===== config.mk =====
export PLATFORM = sky130hd
export DESIGN_NAME = ssc_synth_ctrl
export DESIGN_NICKNAME = d
export VERILOG_FILES = /design/src/rtl/ssc_div.v /design/src/rtl/ssc_lock.v /design/src/rtl/ssc_synth_ctrl.v
export VERILOG_INCLUDE_DIRS = /design/src /design/src/rtl
export SDC_FILE = /design/constraint.sdc
export NUM_CORES = 1
export LEC_CHECK = 0
export BUFFER_PORTS_ARGS = -buffer_cell sky130_fd_sc_hd__buf_2
export CAP_MARGIN = 20
export CORE_UTILIZATION = 55
export CTS_CLUSTER_DIAMETER = 30
export DETAILED_ROUTE_END_ITERATION = 16
export GPL_ROUTABILITY_DRIVEN = 0
export PLACE_DENSITY = 0.75
export SLEW_MARGIN = 20
export SYNTH_ARGS = -nofsm -noshare
export SYNTH_HDL_FRONTEND = slang
export SYNTH_SLANG_ARGS = --single-unit

===== constraint.sdc =====
create_clock -name sys_clk -period 6.6 [get_ports sys_clk]
set_input_delay 0.66 -clock sys_clk [delete_from_list [all_inputs] [get_ports sys_clk]]
set_output_delay 0.66 -clock sys_clk [all_outputs]
set_load 0.05 [all_outputs]

===== src/rtl/ssc_map.vh =====
// Bit map, codes and timing constants of the synthesizer serial control block
`ifndef SSC_MAP_VH
`define SSC_MAP_VH

// Serial word and latch-select codes in the two low bits
`define SSC_WORD_W       24
`define SSC_SEL_MSB      1
`define SSC_SEL_LSB      0
`define SSC_SEL_CTRL     2'h0
`define SSC_SEL_REF      2'h1
`define SSC_SEL_FB       2'h2
`define SSC_SEL_TEST     2'h3

// Latch reset values
`define SSC_CTRL_RST     24'h000000
`define SSC_REF_RST      24'h000001
`define SSC_FB_RST       24'h000002
`define SSC_TEST_RST     24'h000003

// Control latch fields
`define SSC_C_PRE_MSB    23
`define SSC_C_PRE_LSB    22
`define SSC_C_PD2        21
`define SSC_C_PD1        20
`define SSC_C_CPI_MSB    19
`define SSC_C_CPI_LSB    14
`define SSC_C_LVL_MSB    13
`define SSC_C_LVL_LSB    12
`define SSC_C_MUTE       11
`define SSC_C_CPG        10
`define SSC_C_CPTRI      9
`define SSC_C_POL        8
`define SSC_C_MUX_MSB    7
`define SSC_C_MUX_LSB    5
`define SSC_C_CRST       4
`define SSC_C_CORE_MSB   3
`define SSC_C_CORE_LSB   2

// Feedback counter latch fields
`define SSC_N_DIVSEL     23
`define SSC_N_HALVE      22
`define SSC_N_CPG        21
`define SSC_N_B_MSB      20
`define SSC_N_B_LSB      8
`define SSC_N_A_MSB      6
`define SSC_N_A_LSB      2

// Reference counter latch fields
`define SSC_R_BSC_MSB    21
`define SSC_R_BSC_LSB    20
`define SSC_R_TMB        19
`define SSC_R_LDP        18
`define SSC_R_ABP_MSB    17
`define SSC_R_ABP_LSB    16
`define SSC_R_CNT_MSB    15
`define SSC_R_CNT_LSB    2

// Prescaler modulus codes
`define SSC_PRE_8        2'h0
`define SSC_PRE_16       2'h1
`define SSC_P8           6'h08
`define SSC_P16          6'h10
`define SSC_P32          6'h20

// Output multiplexer codes
`define SSC_MUX_OFF      3'h0
`define SSC_MUX_DLD      3'h1
`define SSC_MUX_FB       3'h2
`define SSC_MUX_HIGH     3'h3
`define SSC_MUX_REF      3'h4
`define SSC_MUX_ALD      3'h5
`define SSC_MUX_SDO      3'h6
`define SSC_MUX_LOW      3'h7

// Timing
`define SSC_CLK_NS       4
`define SSC_LD_SET_NS    15
`define SSC_LD_CLR_NS    25
`define SSC_LD_FEW       3
`define SSC_LD_MANY      5
`define SSC_BS_CYCLES    5

`endif


===== src/rtl/ssc_div.v =====
// Programmable tick divider: one output tick per modulus input ticks
`timescale 1ns/1ns
module ssc_div #(
  parameter W = 14
) (
  input  wire         sys_clk,
  input  wire         sys_rst,
  input  wire         clear,
  input  wire         tick_in,
  input  wire [W-1:0] modulus,
  output wire         tick_out
);
  reg [W-1:0] cnt_reg;
  reg         tick_reg;
  wire        at_end;

  // A modulus of zero behaves as one so the chain never stalls
  assign at_end   = (modulus == {W{1'b0}}) || (cnt_reg >= modulus - {{(W-1){1'b0}}, 1'b1});
  assign tick_out = tick_reg;

  // Count input ticks and pulse on the last one
  always @(posedge sys_clk or posedge sys_rst) begin
    if (sys_rst) begin
      cnt_reg  <= {W{1'b0}};
      tick_reg <= 1'b0;
    end else if (clear) begin
      cnt_reg  <= {W{1'b0}};
      tick_reg <= 1'b0;
    end else if (tick_in) begin
      cnt_reg  <= at_end ? {W{1'b0}} : cnt_reg + {{(W-1){1'b0}}, 1'b1};
      tick_reg <= at_end;
    end else begin
      tick_reg <= 1'b0;
    end
  end
endmodule


===== src/rtl/ssc_lock.v =====
// Phase error measurement and digital lock detector
`timescale 1ns/1ns
`include "ssc_map.vh"
module ssc_lock (
  input  wire sys_clk,
  input  wire sys_rst,
  input  wire clear,
  input  wire ref_tick,
  input  wire fb_tick,
  input  wire precision,
  output wire locked,
  output wire err_active
);
  // Longest error still good (under the set limit) and longest error not bad
  localparam [7:0] GOOD_MAX = (`SSC_LD_SET_NS + `SSC_CLK_NS - 1) / `SSC_CLK_NS - 1;
  localparam [7:0] BAD_MAX  = `SSC_LD_CLR_NS / `SSC_CLK_NS;
  localparam [2:0] NEED_FEW  = `SSC_LD_FEW;
  localparam [2:0] NEED_MANY = `SSC_LD_MANY;

  reg        meas_reg;
  reg        ref_first_reg;
  reg  [7:0] err_reg;
  reg  [2:0] good_reg;
  reg        lock_reg;
  reg        done;
  reg  [7:0] err_val;
  wire [2:0] need;

  assign need       = precision ? NEED_MANY : NEED_FEW;
  assign locked     = lock_reg;
  assign err_active = meas_reg;

  // A cycle ends when the edge of the other input arrives
  always @* begin
    done    = 1'b0;
    err_val = 8'h00;
    if (!meas_reg && ref_tick && fb_tick) begin
      done = 1'b1;
    end else if (meas_reg && (ref_first_reg ? fb_tick : ref_tick)) begin
      done    = 1'b1;
      err_val = err_reg;
    end
  end

  // Measure, count good cycles, set and drop lock
  always @(posedge sys_clk or posedge sys_rst) begin
    if (sys_rst) begin
      meas_reg      <= 1'b0;
      ref_first_reg <= 1'b0;
      err_reg       <= 8'h00;
      good_reg      <= 3'h0;
      lock_reg      <= 1'b0;
    end else if (clear) begin
      meas_reg <= 1'b0;
      err_reg  <= 8'h00;
      good_reg <= 3'h0;
      lock_reg <= 1'b0;
    end else begin
      if (done) begin
        meas_reg <= 1'b0;
        err_reg  <= 8'h00;
      end else if (!meas_reg && (ref_tick || fb_tick)) begin
        meas_reg      <= 1'b1;
        ref_first_reg <= ref_tick;
        err_reg       <= 8'h01;
      end else if (meas_reg && err_reg != 8'hff) begin
        err_reg <= err_reg + 8'h01;
      end
      if (done) begin
        if (err_val <= GOOD_MAX) begin
          good_reg <= (good_reg < need) ? good_reg + 3'h1 : good_reg;
          if (good_reg + 3'h1 >= need)
            lock_reg <= 1'b1;
        end else begin
          good_reg <= 3'h0;
        end
        if (lock_reg && err_val > BAD_MAX)
          lock_reg <= 1'b0;
      end
      // An open measurement already past the limit is a bad cycle, even if the partner edge never comes
      if (lock_reg && meas_reg && err_reg > BAD_MAX)
        lock_reg <= 1'b0;
    end
  end
endmodule


===== src/rtl/ssc_synth_ctrl.v =====
// Synthesizer digital control: serial port, latches, dividers, lock, band select
`timescale 1ns/1ns
`include "ssc_map.vh"
module ssc_synth_ctrl #(
  parameter RCNT_W = 14,
  parameter BCNT_W = 13,
  parameter ACNT_W = 5
) (
  input  wire       sys_clk,
  input  wire       sys_rst,
  input  wire       serial_clock,
  input  wire       serial_data,
  input  wire       load_strobe,
  input  wire       chip_enable,
  input  wire       reference_input,
  input  wire       vco_input,
  output wire       multiplexed_test_output,
  output wire       multiplexed_test_output_oe,
  output wire       tuning_hold,
  output wire       cp_three_state,
  output wire       rf_output_enable,
  output wire       halve_output,
  output wire       halve_select,
  output wire       digital_lock,
  output wire       pfd_ref_tick,
  output wire       pfd_fb_tick,
  output wire [1:0] antibacklash_width,
  output wire [1:0] core_current,
  output wire [1:0] output_level,
  output wire [5:0] cp_current,
  output wire       cp_gain,
  output wire       pfd_polarity
);
  reg  [23:0] shift_reg;
  reg  [23:0] ctrl_reg;
  reg  [23:0] ref_reg;
  reg  [23:0] fb_reg;
  reg  [23:0] test_reg;
  reg         sclk_d_reg;
  reg         load_d_reg;
  reg         ref_d_reg;
  reg         vco_d_reg;
  reg         fb_write_reg;
  reg  [5:0]  pre_cnt_reg;
  reg  [BCNT_W-1:0] b_cnt_reg;
  reg  [ACNT_W-1:0] a_cnt_reg;
  reg         fb_tick_reg;
  reg         bs_pend_reg;
  reg         bs_act_reg;
  reg  [2:0]  bs_cnt_reg;
  reg         ref_sq_reg;
  reg         fb_sq_reg;
  reg         mux_reg;
  reg         mux_oe_reg;
  reg         mux_next;
  reg         mux_oe_next;
  reg         cp_tri_reg;
  reg         rf_en_reg;
  reg  [5:0]  p_mod;
  wire        sclk_rise;
  wire        load_rise;
  wire        ref_edge;
  wire        vco_edge;
  wire        powered;
  wire        cnt_clear;
  wire        pre_out;
  wire        swallow;
  wire        pre_end;
  wire        b_end;
  wire        r_tick;
  wire        bs_tick;
  wire        locked;
  wire        err_active;
  wire [3:0]  bs_mod;
  wire [BCNT_W-1:0] b_val;
  wire [ACNT_W-1:0] a_val;
  wire [2:0]  mux_sel;

  // Pins are synchronous; rising edges come from one stage of history
  assign sclk_rise = serial_clock & ~sclk_d_reg;
  assign load_rise = load_strobe & ~load_d_reg;
  assign ref_edge  = reference_input & ~ref_d_reg;
  assign vco_edge  = vco_input & ~vco_d_reg;

  // Hardware enable and either software power-down bit (PD1 or PD2) stop the core
  assign powered   = chip_enable & ~ctrl_reg[`SSC_C_PD1] & ~ctrl_reg[`SSC_C_PD2];
  assign cnt_clear = ~powered | ctrl_reg[`SSC_C_CRST];

  // Latch fields straight out to the analog side, the mux select and the B and A counters
  assign antibacklash_width = ref_reg[`SSC_R_ABP_MSB:`SSC_R_ABP_LSB];
  assign core_current       = ctrl_reg[`SSC_C_CORE_MSB:`SSC_C_CORE_LSB];
  assign output_level       = ctrl_reg[`SSC_C_LVL_MSB:`SSC_C_LVL_LSB];
  assign halve_output       = fb_reg[`SSC_N_HALVE];
  assign halve_select       = fb_reg[`SSC_N_DIVSEL];
  assign cp_current         = ctrl_reg[`SSC_C_CPI_MSB:`SSC_C_CPI_LSB];
  assign cp_gain            = ctrl_reg[`SSC_C_CPG];
  assign pfd_polarity       = ctrl_reg[`SSC_C_POL];
  assign mux_sel            = ctrl_reg[`SSC_C_MUX_MSB:`SSC_C_MUX_LSB];
  assign b_val              = fb_reg[`SSC_N_B_MSB:`SSC_N_B_LSB];
  assign a_val              = fb_reg[`SSC_N_A_MSB:`SSC_N_A_LSB];

  // Registered outputs
  assign multiplexed_test_output    = mux_reg;
  assign multiplexed_test_output_oe = mux_oe_reg;
  assign tuning_hold                = bs_act_reg;
  assign cp_three_state             = cp_tri_reg;
  assign rf_output_enable           = rf_en_reg;
  assign digital_lock               = locked;
  assign pfd_ref_tick               = r_tick;
  assign pfd_fb_tick                = fb_tick_reg;

  // Edge history of the synchronous pins
  always @(posedge sys_clk or posedge sys_rst) begin
    if (sys_rst) begin
      sclk_d_reg <= 1'b0;
      load_d_reg <= 1'b0;
      ref_d_reg  <= 1'b0;
      vco_d_reg  <= 1'b0;
    end else begin
      sclk_d_reg <= serial_clock;
      load_d_reg <= load_strobe;
      ref_d_reg  <= reference_input;
      vco_d_reg  <= vco_input;
    end
  end

  // Shift register and latch transfer; the word's low bits pick the target
  always @(posedge sys_clk or posedge sys_rst) begin
    if (sys_rst) begin
      shift_reg    <= 24'h000000;
      ctrl_reg     <= `SSC_CTRL_RST;
      ref_reg      <= `SSC_REF_RST;
      fb_reg       <= `SSC_FB_RST;
      test_reg     <= `SSC_TEST_RST;
      fb_write_reg <= 1'b0;
    end else begin
      fb_write_reg <= 1'b0;
      if (sclk_rise)
        shift_reg <= {shift_reg[22:0], serial_data};
      if (load_rise) begin
        case (shift_reg[`SSC_SEL_MSB:`SSC_SEL_LSB])
          `SSC_SEL_CTRL: ctrl_reg <= shift_reg;
          `SSC_SEL_REF:  ref_reg  <= shift_reg;
          `SSC_SEL_FB: begin
            fb_reg       <= shift_reg;
            fb_write_reg <= 1'b1;
          end
          default: test_reg <= shift_reg; // Kept but steers nothing
        endcase
      end
    end
  end

  // Reference divider; ratio zero is treated as one
  ssc_div #(
    .W (RCNT_W)
  ) u_ref_div (
    .sys_clk  (sys_clk),
    .sys_rst  (sys_rst),
    .clear    (cnt_clear),
    .tick_in  (ref_edge),
    .modulus  (ref_reg[`SSC_R_CNT_MSB:`SSC_R_CNT_LSB]),
    .tick_out (r_tick)
  );

  // Band select clock prescaler: 1, 2, 4 or 8 reference periods
  assign bs_mod = 4'h1 << ref_reg[`SSC_R_BSC_MSB:`SSC_R_BSC_LSB];
  ssc_div #(
    .W (4)
  ) u_bs_div (
    .sys_clk  (sys_clk),
    .sys_rst  (sys_rst),
    .clear    (cnt_clear),
    .tick_in  (r_tick),
    .modulus  (bs_mod),
    .tick_out (bs_tick)
  );

  // Prescaler modulus from the control latch
  always @* begin
    case (ctrl_reg[`SSC_C_PRE_MSB:`SSC_C_PRE_LSB])
      `SSC_PRE_8:  p_mod = `SSC_P8;
      `SSC_PRE_16: p_mod = `SSC_P16;
      default:     p_mod = `SSC_P32;
    endcase
  end

  // Dual modulus prescaler: P+1 while the swallow counter still runs
  assign swallow = a_cnt_reg < a_val;
  assign pre_end = swallow ? (pre_cnt_reg >= p_mod) : (pre_cnt_reg >= p_mod - 6'h01);
  assign pre_out = vco_edge & pre_end;
  assign b_end   = (b_cnt_reg >= b_val - {{(BCNT_W-1){1'b0}}, 1'b1}) || (b_val == {BCNT_W{1'b0}});

  // B counts prescaler periods, A swallows one extra input per count
  always @(posedge sys_clk or posedge sys_rst) begin
    if (sys_rst) begin
      pre_cnt_reg <= 6'h00;
      b_cnt_reg   <= {BCNT_W{1'b0}};
      a_cnt_reg   <= {ACNT_W{1'b0}};
      fb_tick_reg <= 1'b0;
    end else if (cnt_clear) begin
      pre_cnt_reg <= 6'h00;
      b_cnt_reg   <= {BCNT_W{1'b0}};
      a_cnt_reg   <= {ACNT_W{1'b0}};
      fb_tick_reg <= 1'b0;
    end else begin
      fb_tick_reg <= 1'b0;
      if (vco_edge)
        pre_cnt_reg <= pre_end ? 6'h00 : pre_cnt_reg + 6'h01;
      if (pre_out) begin
        if (b_end) begin
          b_cnt_reg   <= {BCNT_W{1'b0}};
          a_cnt_reg   <= {ACNT_W{1'b0}};
          fb_tick_reg <= 1'b1;
        end else begin
          b_cnt_reg <= b_cnt_reg + {{(BCNT_W-1){1'b0}}, 1'b1};
          if (swallow)
            a_cnt_reg <= a_cnt_reg + {{(ACNT_W-1){1'b0}}, 1'b1};
        end
      end
    end
  end

  // Phase error and lock detection on the two divided edges
  ssc_lock u_lock (
    .sys_clk    (sys_clk),
    .sys_rst    (sys_rst),
    .clear      (cnt_clear | bs_act_reg),
    .ref_tick   (r_tick),
    .fb_tick    (fb_tick_reg),
    .precision  (ref_reg[`SSC_R_LDP]),
    .locked     (locked),
    .err_active (err_active)
  );

  // Band select: pending from power-up, re-armed by every feedback write;
  // a write landing as a run starts keeps the request alive
  always @(posedge sys_clk or posedge sys_rst) begin
    if (sys_rst) begin
      bs_pend_reg <= 1'b1;
      bs_act_reg  <= 1'b0;
      bs_cnt_reg  <= 3'h0;
    end else begin
      bs_pend_reg <= fb_write_reg | (bs_pend_reg & ~(powered & ~bs_act_reg));
      if (!powered) begin
        bs_act_reg <= 1'b0;
        bs_cnt_reg <= 3'h0;
      end else if (!bs_act_reg && bs_pend_reg) begin
        bs_act_reg <= 1'b1;
        bs_cnt_reg <= 3'h0;
      end else if (bs_act_reg && bs_tick) begin
        if (bs_cnt_reg == `SSC_BS_CYCLES - 1)
          bs_act_reg <= 1'b0;
        bs_cnt_reg <= bs_cnt_reg + 3'h1;
      end
    end
  end

  // Output multiplexer; the analog lock code drives low only (open drain)
  always @* begin
    mux_next    = 1'b0;
    mux_oe_next = 1'b1;
    case (mux_sel)
      `SSC_MUX_OFF:  mux_oe_next = 1'b0;
      `SSC_MUX_DLD:  mux_next = locked;
      `SSC_MUX_FB:   mux_next = fb_sq_reg;
      `SSC_MUX_HIGH: mux_next = 1'b1;
      `SSC_MUX_REF:  mux_next = ref_sq_reg;
      `SSC_MUX_ALD:  mux_oe_next = err_active;
      `SSC_MUX_SDO:  mux_next = shift_reg[23];
      `SSC_MUX_LOW:  mux_next = 1'b0;
      default:       mux_oe_next = 1'b0;
    endcase
  end

  // Scaled divider outputs are half-rate squares so a scope can see them
  always @(posedge sys_clk or posedge sys_rst) begin
    if (sys_rst) begin
      ref_sq_reg <= 1'b0;
      fb_sq_reg  <= 1'b0;
      mux_reg    <= 1'b0;
      mux_oe_reg <= 1'b0;
      cp_tri_reg <= 1'b1;
      rf_en_reg  <= 1'b0;
    end else begin
      if (r_tick)
        ref_sq_reg <= ~ref_sq_reg;
      if (fb_tick_reg)
        fb_sq_reg <= ~fb_sq_reg;
      mux_reg    <= mux_next;
      mux_oe_reg <= mux_oe_next;
      cp_tri_reg <= ~powered | ctrl_reg[`SSC_C_CPTRI];
      rf_en_reg  <= powered & (~ctrl_reg[`SSC_C_MUTE] | locked);
    end
  end
endmodule


== After elaboration in Yosys (flattened, before gate mapping) ==
Cells that the tools add are included.

* Bits in writable memories: 0
* Bits in latches: 0
* Memories: 0
* ROM bits: 0
* Input bits: 8
* Register bits after elaboration: 169

* Equality and inequality tests: 14
* Add/subtract/negate cells: 12
* $lt $le $gt $ge: 11
* Reductions and logical operators: 41
* Multiplexer cells: 59
* Shifts and indexed selects: 1
* Div/mod/pow operators: 0
* Multiply operators: 0
* Bitwise operators: 29

{| class="wikitable"
|+ Operator list
! cell !! count
|-
| 2-to-1 mux 8 bit || 6
|-
| 2-to-1 mux 14 bit || 3
|-
| 2-to-1 mux 13 bit || 3
|-
| 2-to-1 mux 1 bit || 26
|-
| 2-to-1 mux 3 bit || 8
|-
| 2-to-1 mux 5 bit || 4
|-
| 2-to-1 mux 6 bit || 3
|-
| greater-than comparator 8 x 3 -> 1 bit (second input constant) || 2
|-
| adder 14 x 1 -> 14 bit (second input constant) || 1
|-
| greater-or-equal comparator 14 bit || 1
|-
| logical NOT 14 bit || 1
|-
| inverter 1 bit || 14
|-
| subtractor 14 x 1 -> 14 bit (second input constant) || 1
|-
| adder 13 x 1 -> 13 bit (second input constant) || 1
|-
| greater-or-equal comparator 13 bit || 1
|-
| logical NOT 13 bit || 1
|-
| subtractor 13 x 1 -> 13 bit (second input constant) || 1
|-
| == test 3 bit (second input constant) || 4
|-
| greater-or-equal comparator 6 bit || 2
|-
| 2-to-1 mux 4 bit || 3
|-
| case mux 6 bit (2 select lines) || 1
|-
| AND reduction 2 bit || 6
|-
| nonzero test 4 bit || 3
|-
| bitwise AND 1 bit || 10
|-
| other kinds (32) || 61
|}

== Depth between registers and ports, before layout ==
Gate-level depths: netlist (run 1).

* Depth after elaboration: 10
* Gate-level depth with buffers: 14

== Cells and area by module ==
Synthesis (run 1) repeated with hierarchy kept, for this count alone.

* Cell total of the unflattened synthesis: 825
* Area, all modules: 8,921.1 um2

{| class="wikitable"
|+ By module, submodules not included
! module !! cells an instance !! times used !! area each (um2)
|-
| ssc_synth_ctrl || 513 || 1 || 6,068.3
|-
| ssc_div (u_ref_div) || 160 || 1 || 1,402.6
|-
| ssc_lock || 106 || 1 || 1,024.7
|-
| ssc_div (u_bs_div) || 46 || 1 || 425.4
|}

== Least setup slack after synthesis (run 1) ==
OpenSTA, ideal clock, no wires.

* Path kind: register -> register
* Start: register ref_reg[7]
* End: register u_ref_div.cnt_reg[13]
* Setup time: 116 ps
* Buffers on the path: 1
* Path slack: 3,483 ps
* Data required time: 6,484 ps
* Stages on the path, launching flop included: 13
* Arrival: 3,001 ps
* Clock period less this slack: 3,117 ps
* Path through: dfrtp_1 -> nor4_1 -> nand3_1 -> nor3_1 -> xnor2_1 -> ha_1 -> a21o_1 -> a21o_1 -> a221o_1 -> a21oi_2 -> clkbuf_1 -> nand4_1 -> o311ai_0

* Cells in the longest elaborated chain, start to end: 6

{| class="wikitable"
|+ RTL lines
! item !! RTL line !! RTL
|-
| start: declaration || ssc_synth_ctrl.v:36 || <nowiki>reg [23:0] ref_reg;</nowiki>
|-
| start signal: assignment || ssc_synth_ctrl.v:132 || <nowiki>ref_reg <= `SSC_REF_RST;</nowiki>
|-
| start signal: assignment || ssc_synth_ctrl.v:143 || <nowiki>`SSC_SEL_REF: ref_reg <= shift_reg;</nowiki>
|-
| subtractor 14 x 1 -> 14 bit || ssc_div.v:18 || <nowiki>assign at_end = (modulus == {W{1'b0}}) || (cnt_reg >= modulus - {{(W-1){1'b0}}, 1'b1});</nowiki>
|-
| greater-or-equal comparator 14 bit || ssc_div.v:18 ||
|-
| logical OR 1 bit * || ssc_div.v:18 ||
|-
| 2-to-1 mux 14 bit * || ssc_div.v:30 || <nowiki>cnt_reg <= at_end ? {W{1'b0}} : cnt_reg + {{(W-1){1'b0}}, 1'b1};</nowiki>
|-
| 2-to-1 mux 14 bit * || ssc_div.v:29 || <nowiki>end else if (tick_in) begin</nowiki>
|-
| 2-to-1 mux 14 bit * || ssc_div.v:26 || <nowiki>end else if (clear) begin</nowiki>
|-
| end signal: assignment || ssc_div.v:24 || <nowiki>cnt_reg <= {W{1'b0}};</nowiki>
|-
| end signal: assignment || ssc_div.v:27 || <nowiki>cnt_reg <= {W{1'b0}};</nowiki>
|-
| end signal: assignment || ssc_div.v:30 ||
|-
| end: declaration || ssc_div.v:13 || <nowiki>reg [W-1:0] cnt_reg;</nowiki>
|}

Mark *: on every way between the ends. The rest lies on a longest branch, timed or not. The select of a mux whose other input is x is not followed.
A chain may end at the register's enable or synchronous reset.

== Final worst setup path (run 1) ==
* Start: register ref_reg[4]
* End: register u_ref_div.cnt_reg[13]

Same word-level chain as after synthesis.

==> results of run 1 <==
## layout by cell type, fill, tap and decap left out, types with 31 or more instances in the layout
| cell type | count |
|---|---|
| dfrtp_1 | 158 |
| nand2_1 | 84 |
| mux2_2 | 76 |
| ha_1 | 58 |
| nor2_1 | 46 |
| o21ai_0 | 38 |
| a21oi_1 | 34 |
| nand3_1 | 34 |
| inv_1 | 31 |
| buf_2 | 31 |
## cell families after synthesis
group,Yosys count,share of synthesized area [%]
AND/OR/NAND/NOR,273,15.9
buffers and inverters,71,3.76
flip-flops,160,46.4
AO/OA/AOI/OAI,156,11.8
multiplexers,84,10.8
adder cells (fa/ha/maj),58,8.40
XOR/XNOR,29,2.94
## power groups by stage
stage | logic [W] | clock network (W) | registers (W)
6_report | 0.00105 | 0.00108 | 0.00135
5_1_grt | 0.00119 | 0.00114 | 0.00138
4_1_cts | 0.00105 | 0.00110 | 0.00135
3_5_place_dp | 0.00104 | 0 | 0.00136
3_3_place_gp | 0.00102 | 0 | 0.00136
2_1_floorplan | 0.000819 | 0 | 0.00135
## per-stage QoR
| step | cells | setup slack, ps | hold slack [ps] | util, % |
|---|---|---|---|---|
| global route | 1073 | 2250 | 340 | 62.9 |
| detailed placement | 1041 | 2680 | 429 | 58.7 |
| global placement | 1041 | 2830 | 420 | 58.7 |
| finish | 1073 | 2680 | 346 | 62.9 |
| floorplan | 831 | 1620 | 410 | - |
| CTS | 1073 | 2710 | 333 | 62.9 |
## worst max-delay path by stage
stage,start,end
floorplan,sys_rst,a_cnt_reg[0]
global placement,ref_reg[7],u_ref_div.cnt_reg[12]
detailed placement,ref_reg[7],u_ref_div.cnt_reg[13]
CTS,ref_reg[7],u_ref_div.cnt_reg[13]
global route,ref_reg[4],u_ref_div.cnt_reg[13]
finish,ref_reg[4],u_ref_div.cnt_reg[13]
## synthesized netlist by cell type, drive strengths merged (3+ instances only)
master / instances
dfrtp: 158
nand2: 84
mux2: 76
ha: 58
nor2: 46
o21ai: 41
a21oi: 36
nand3: 34
inv: 32
clkbuf: 20
buf: 19
nor3: 19
xnor2: 19
a31oi: 14
or3: 13
nand2b: 12
and3: 11
o22ai: 11
a21o: 10
xor2: 10
mux2i: 8
nor2b: 8
nand4: 7
or2: 7
and2: 6
nor4: 6
o211ai: 6
o31ai: 5
o41ai: 5
a211oi: 4
and4: 4
nand3b: 3
o2111ai: 3
o21a: 3
## per-layer routing
layer | GRT usage (%) | vias to the layer above
li1 | - | 3030
met1 | 31.9 | 3043
met2 | 37.7 | 121
met3 | 4.56 | 20
met4 | 7.00 | 0
met5 | 0 | -
## area by class of cell
cell class,instances,area [um2],share of cell area [%]
clock buffers,17,425,4.43
clock inverters,15,218,2.27
inverters,32,128,1.33
multi-input cells,600,4350,45.3
flip-flops and latches,160,4010,41.7
well taps,211,264,2.75
repair buffers,38,208,2.16
## worst register-to-register path: stages, from the launching register on
cell and delay [ps]:
dfrtp_1 430, nor3_1 520, nand2_1 180, nor3_1 220, xnor2_1 150, ha_1 260, a21o_1 180, a21o_1 180
a221o_1 360, a21oi_2 620, nand2_1 280, o311ai_0 420
==> results.toml, run 1 <==
[floorplanning]
die_y_um = 127
die_w_um = 127
num_rows = 45
dieArea_mm2 = 0.0162
io_pins = 32
core-area_mm2 = 0.0153
start_util_pct = 56.6

[cells_and_area]
diodes = 0
drive_gt1_share_pct = 19.5
nFillCells = 1198
design_area_mm2 = 0.00960
largest_reg_flops = 24
area_delta_synth_final_pct = 11.1
fin_nets = 915

[clocking]
cts_tree = "yes"
clk_pin_slew_ps = 70
root_buffer = "clkbuf_16"
numCtsBuffers = 17
htree_levels = 4
post_cts_buffers = 0
cts_buffer_depth = 2
clk_latency_ps = 430
cts.sinks = 160
holdBufCountCts = 0
cts_resized = 0

[route]
ant_nets = 0
drt_iter0_drc = 420
wl_per_cell_um = 16.1
wl_met2_um = 8240
dr_wl_met3_um = 637
routed.top_layer = "met4"
viasPerCell = 5.79
dr.pass1.iters = 4
via_count = 6214
drc = 0
drt_wl_total_um = 17300
wl_met1_um = 8250

[min_path]
hold_start = "serial_clock"
hold_path.class = "input port to flop"
worst_hold_path.endpoint = "sclk_d_reg"
worstHoldPathCells = 1

[timing]
worstMarginPinSlew_ps = 1010
fin_skew_ps = 8.44
setup_viol = 0
slew_violations = 0
setup_tns_ps = 0
rsz0062_at_grt = "false"
finalCritPeriodShare_pct = 59.5
finalCriticalPeriod_ps = 3920
fmax_mhz = 255
slew_headroom_pct = 32.7
finalHoldViolations = 0

[critical_path]
cp_max_fo = 19
crit_path_max_incr_delay_ps = 620
path_class = "flop to flop"
cp-end-kind = "flop"
rr_startpoint = "ref_reg[4]"
worstRegToRegCells = 11
worst-r2r-setup-slack_ps = 2680
critPathArrivalTime_ps = 4230
slowest_stage = "a21oi_2"
cp_num_buf_inv = 0
required_ps = 6910
worst-path-stages = 11
cp_top_family = "compound AO/OA/AOI/OAI gates"
cp_cell_sequence = "nor3_1, nand2_1, nor3_1, xnor2_1, ha_1, a21o_1, a21o_1, a221o_1, a21oi_2, nand2_1, o311ai_0"
cp-start-kind = "flop"
r2r-end = "u_ref_div.cnt_reg[13]"

[synthesis]
ys_types = 64
yosys.area.top_type = "dfrtp_1"
syn-num-nets = 897
synth_top_cell_area_share_pct = 45.7
netlist_area_mm2 = 0.00864
synth_cells = 831
avgSynthCellArea_um2 = 10.4
yosysWarningCount = 0
synth_area_leaders = "dfrtp_1 (46%), mux2_2 (9.9%), ha_1 (8.4%)"
synth_flop_cell = "dfrtp_1"
seq_area_frac_synth_pct = 46.4
synth_edf_count = 0
async_flop_share_pct = 100
synth_seq_cells = 160

[global_route]
antenna_found_initial = 0
first_global_vias = 6103
grt_start_max_net_pins = 117
overflow = 0
track_usage_pct = 23.3
grt_pass1_wl_um = 30100

[pwr]
switching_share_pct = 35.7
clock_power_share_pct = 31.1
vdd_drop_max_mv = 0.216
internal-power_w = 0.00224
seq_power_share_pct = 38.7
switchingPower_w = 0.00124
combPwrFrac_pct = 30.1
power_density_mw_per_mm2 = 363
power_w = 0.00348
leakage_nw = 4.42

[status]
status = "complete, no violations"

[place]
place_area_mm2 = 0.00895
hpwl_um = 11700
port_buffers = 31

[run]
drv_cap = 0
No activity file was read; power rests on OpenSTA's default activity.
==> inputs of run 2 (changes only) <==
PLACE_DENSITY = 0.78   (was 0.75)
clock period = 3.45 ns   (was 6.6 ns; I/O delays follow)
==> run 2 against run 1 <==
Critical path depth increased by 3. Register-to-register slack lost 2500 ps. Routed wire length up 2.2%. Power up 87%. Sequential cell count did not move. Final cell count increased by 1.2%. Worst hold slack lost 310 ps. Combinational power up 100%. First-iteration DRC count decreased by 13%. Via count up 0.93%. Critical path type unchanged. Critical endpoint is now a_cnt_reg[2]. Highest routed layer unchanged.
==> results.toml, run 2 (same netlist as run 1, synthesis figures left out) <==
[critical_path]
worst-r2r-setup-slack_ps = 180
rr_startpoint = "fb_reg[8]"
cp_top_family = "simple AND/OR/NAND/NOR gates"
critPathArrivalTime_ps = 3610
cp_cell_sequence = "inv_1, ha_1, or4b_1, nand2b_2, nor4_1, xnor2_1, ha_1, a21oi_1, o21a_1, o41ai_2, a21oi_2, buf_6, a21oi_1, o22ai_1"
cp-start-kind = "flop"
r2r-end = "a_cnt_reg[2]"
cp_num_buf_inv = 2
required_ps = 3790
path_class = "flop to flop"
worstRegToRegCells = 14
slowest_stage = "or4b_1"
cp_max_fo = 15
cp-end-kind = "flop"
crit_path_max_incr_delay_ps = 470

[cells_and_area]
final_common_cell = "dfrtp_1"
fin_nets = 928
design_area_mm2 = 0.00965
layout_common_cells = "dfrtp_1 (158), nand2_1 (83), mux2_2 (76), ha_1 (58), nor2_1 (46)"
area_delta_synth_final_pct = 11.7
seqCellArea_mm2 = 0.00401
largest_reg_flops = 24
drive_gt1_share_pct = 21.3
multi_input_area_mm2 = 0.00437
diodes = 0
nFillCells = 1222

[place]
place_area_mm2 = 0.00905
port_buffers = 31
pre_cts_slack_ps = 141
hpwl_um = 12300

[route]
drt_wl_total_um = 17700
ant_nets = 0
wl_per_cell_um = 16.3
drt_iter0_drc = 364
viasPerCell = 5.78
dr.pass1.iters = 5
via_count = 6272
drc = 0

[global_route]
first_global_vias = 6202
antenna_found_initial = 0
overflow = 0
grt_pass1_wl_um = 30300
grt_start_max_net_pins = 82
track_usage_pct = 23.7

[pwr]
leakage_nw = 4.44
vdd_drop_max_mv = 0.555
power_density_mw_per_mm2 = 674
power_w = 0.00651

[clocking]
cts.sinks = 160
root_buffer = "clkbuf_16"
cts_resized = 0
holdBufCountCts = 0
cts_buffer_depth = 2
htree_levels = 4
clk_latency_ps = 430
post_cts_buffers = 0
numCtsBuffers = 17
cts_tree = "yes"
clk_pin_slew_ps = 70

[floorplanning]
die_y_um = 127
start_util_pct = 56.6
num_rows = 45
io_pins = 32
dieArea_mm2 = 0.0162
die_w_um = 127
core-area_mm2 = 0.0153

[timing]
finalHoldViolations = 0
hold_ws_ps = 32.9
fmax_mhz = 306
worstMarginPinSlew_ps = 816
slew_violations = 0
setup_tns_ps = 0
slew_headroom_pct = 45.5
finalCritPeriodShare_pct = 94.6
setup_slack_ps = 185
fin_skew_ps = 11.0
setup_viol = 0
finalCriticalPeriod_ps = 3270
rsz0062_at_grt = "false"

[min_path]
worstHoldPathCells = 1
worst_hold_path.endpoint = "ref_d_reg"
hold_path.class = "input port to flop"
hold_start = "reference_input"

[run]
drv_cap = 0

[status]
status = "complete, no violations"
[run 2: worst reg2reg max path, delay by kind of cell, from the launching register on]
family / cells / cell delay (ps)
fa+ha+maj: 2 / 470
xor+xnor: 1 / 170
compound gates: 6 / 890
simple gates: 3 / 980
flops: 1 / 380
buf+inv: 2 / 290
[run 2: worst max-delay path by stage]
stage / startpoint / end / cells after the start
3_3_place_gp: fb_reg[8] / b_cnt_reg[2] / 14
3_5_place_dp: fb_reg[8] / b_cnt_reg[12] / 14
6_report: fb_reg[8] / a_cnt_reg[2] / 14
5_1_grt: ref_reg[7] / u_ref_div.cnt_reg[10] / 11
2_1_floorplan: ref_reg[7] / u_ref_div.cnt_reg[13] / 12
4_1_cts: fb_reg[8] / a_cnt_reg[2] / 14
[run 2: layout make-up]
cell class,instances,share of cell area [%]
timing repair buffer,51,3.33
sequential,160,41.5
multi-input combinational,600,45.3
clock inverter,13,1.19
inverter,32,1.28
clock buffer,19,4.69
tap,211,2.73
[run 2: stage by stage]
step,cells,util (%)
2_1_floorplan,831,-
3_3_place_gp,1053,59.3
3_5_place_dp,1053,59.3
4_1_cts,1085,63.1
5_1_grt,1086,63.3
6_report,1086,63.3
[run 2: routing by layer]
layer / wire length, um / track usage [%]
met5: 0 / 0
met4: 204 / 7.00
met3: 543 / 4.73
met2: 8610 / 38.3
met1: 8330 / 32.4
[run 2: power breakdown]
group	switching, W	total (W)	leakage [nW]	internal (W)
registers	0.000366	0.00258	2.14	0.00222
clock network	0.000822	0.00181	0.272	0.000984
logic	0.00122	0.00212	2.03	0.000902
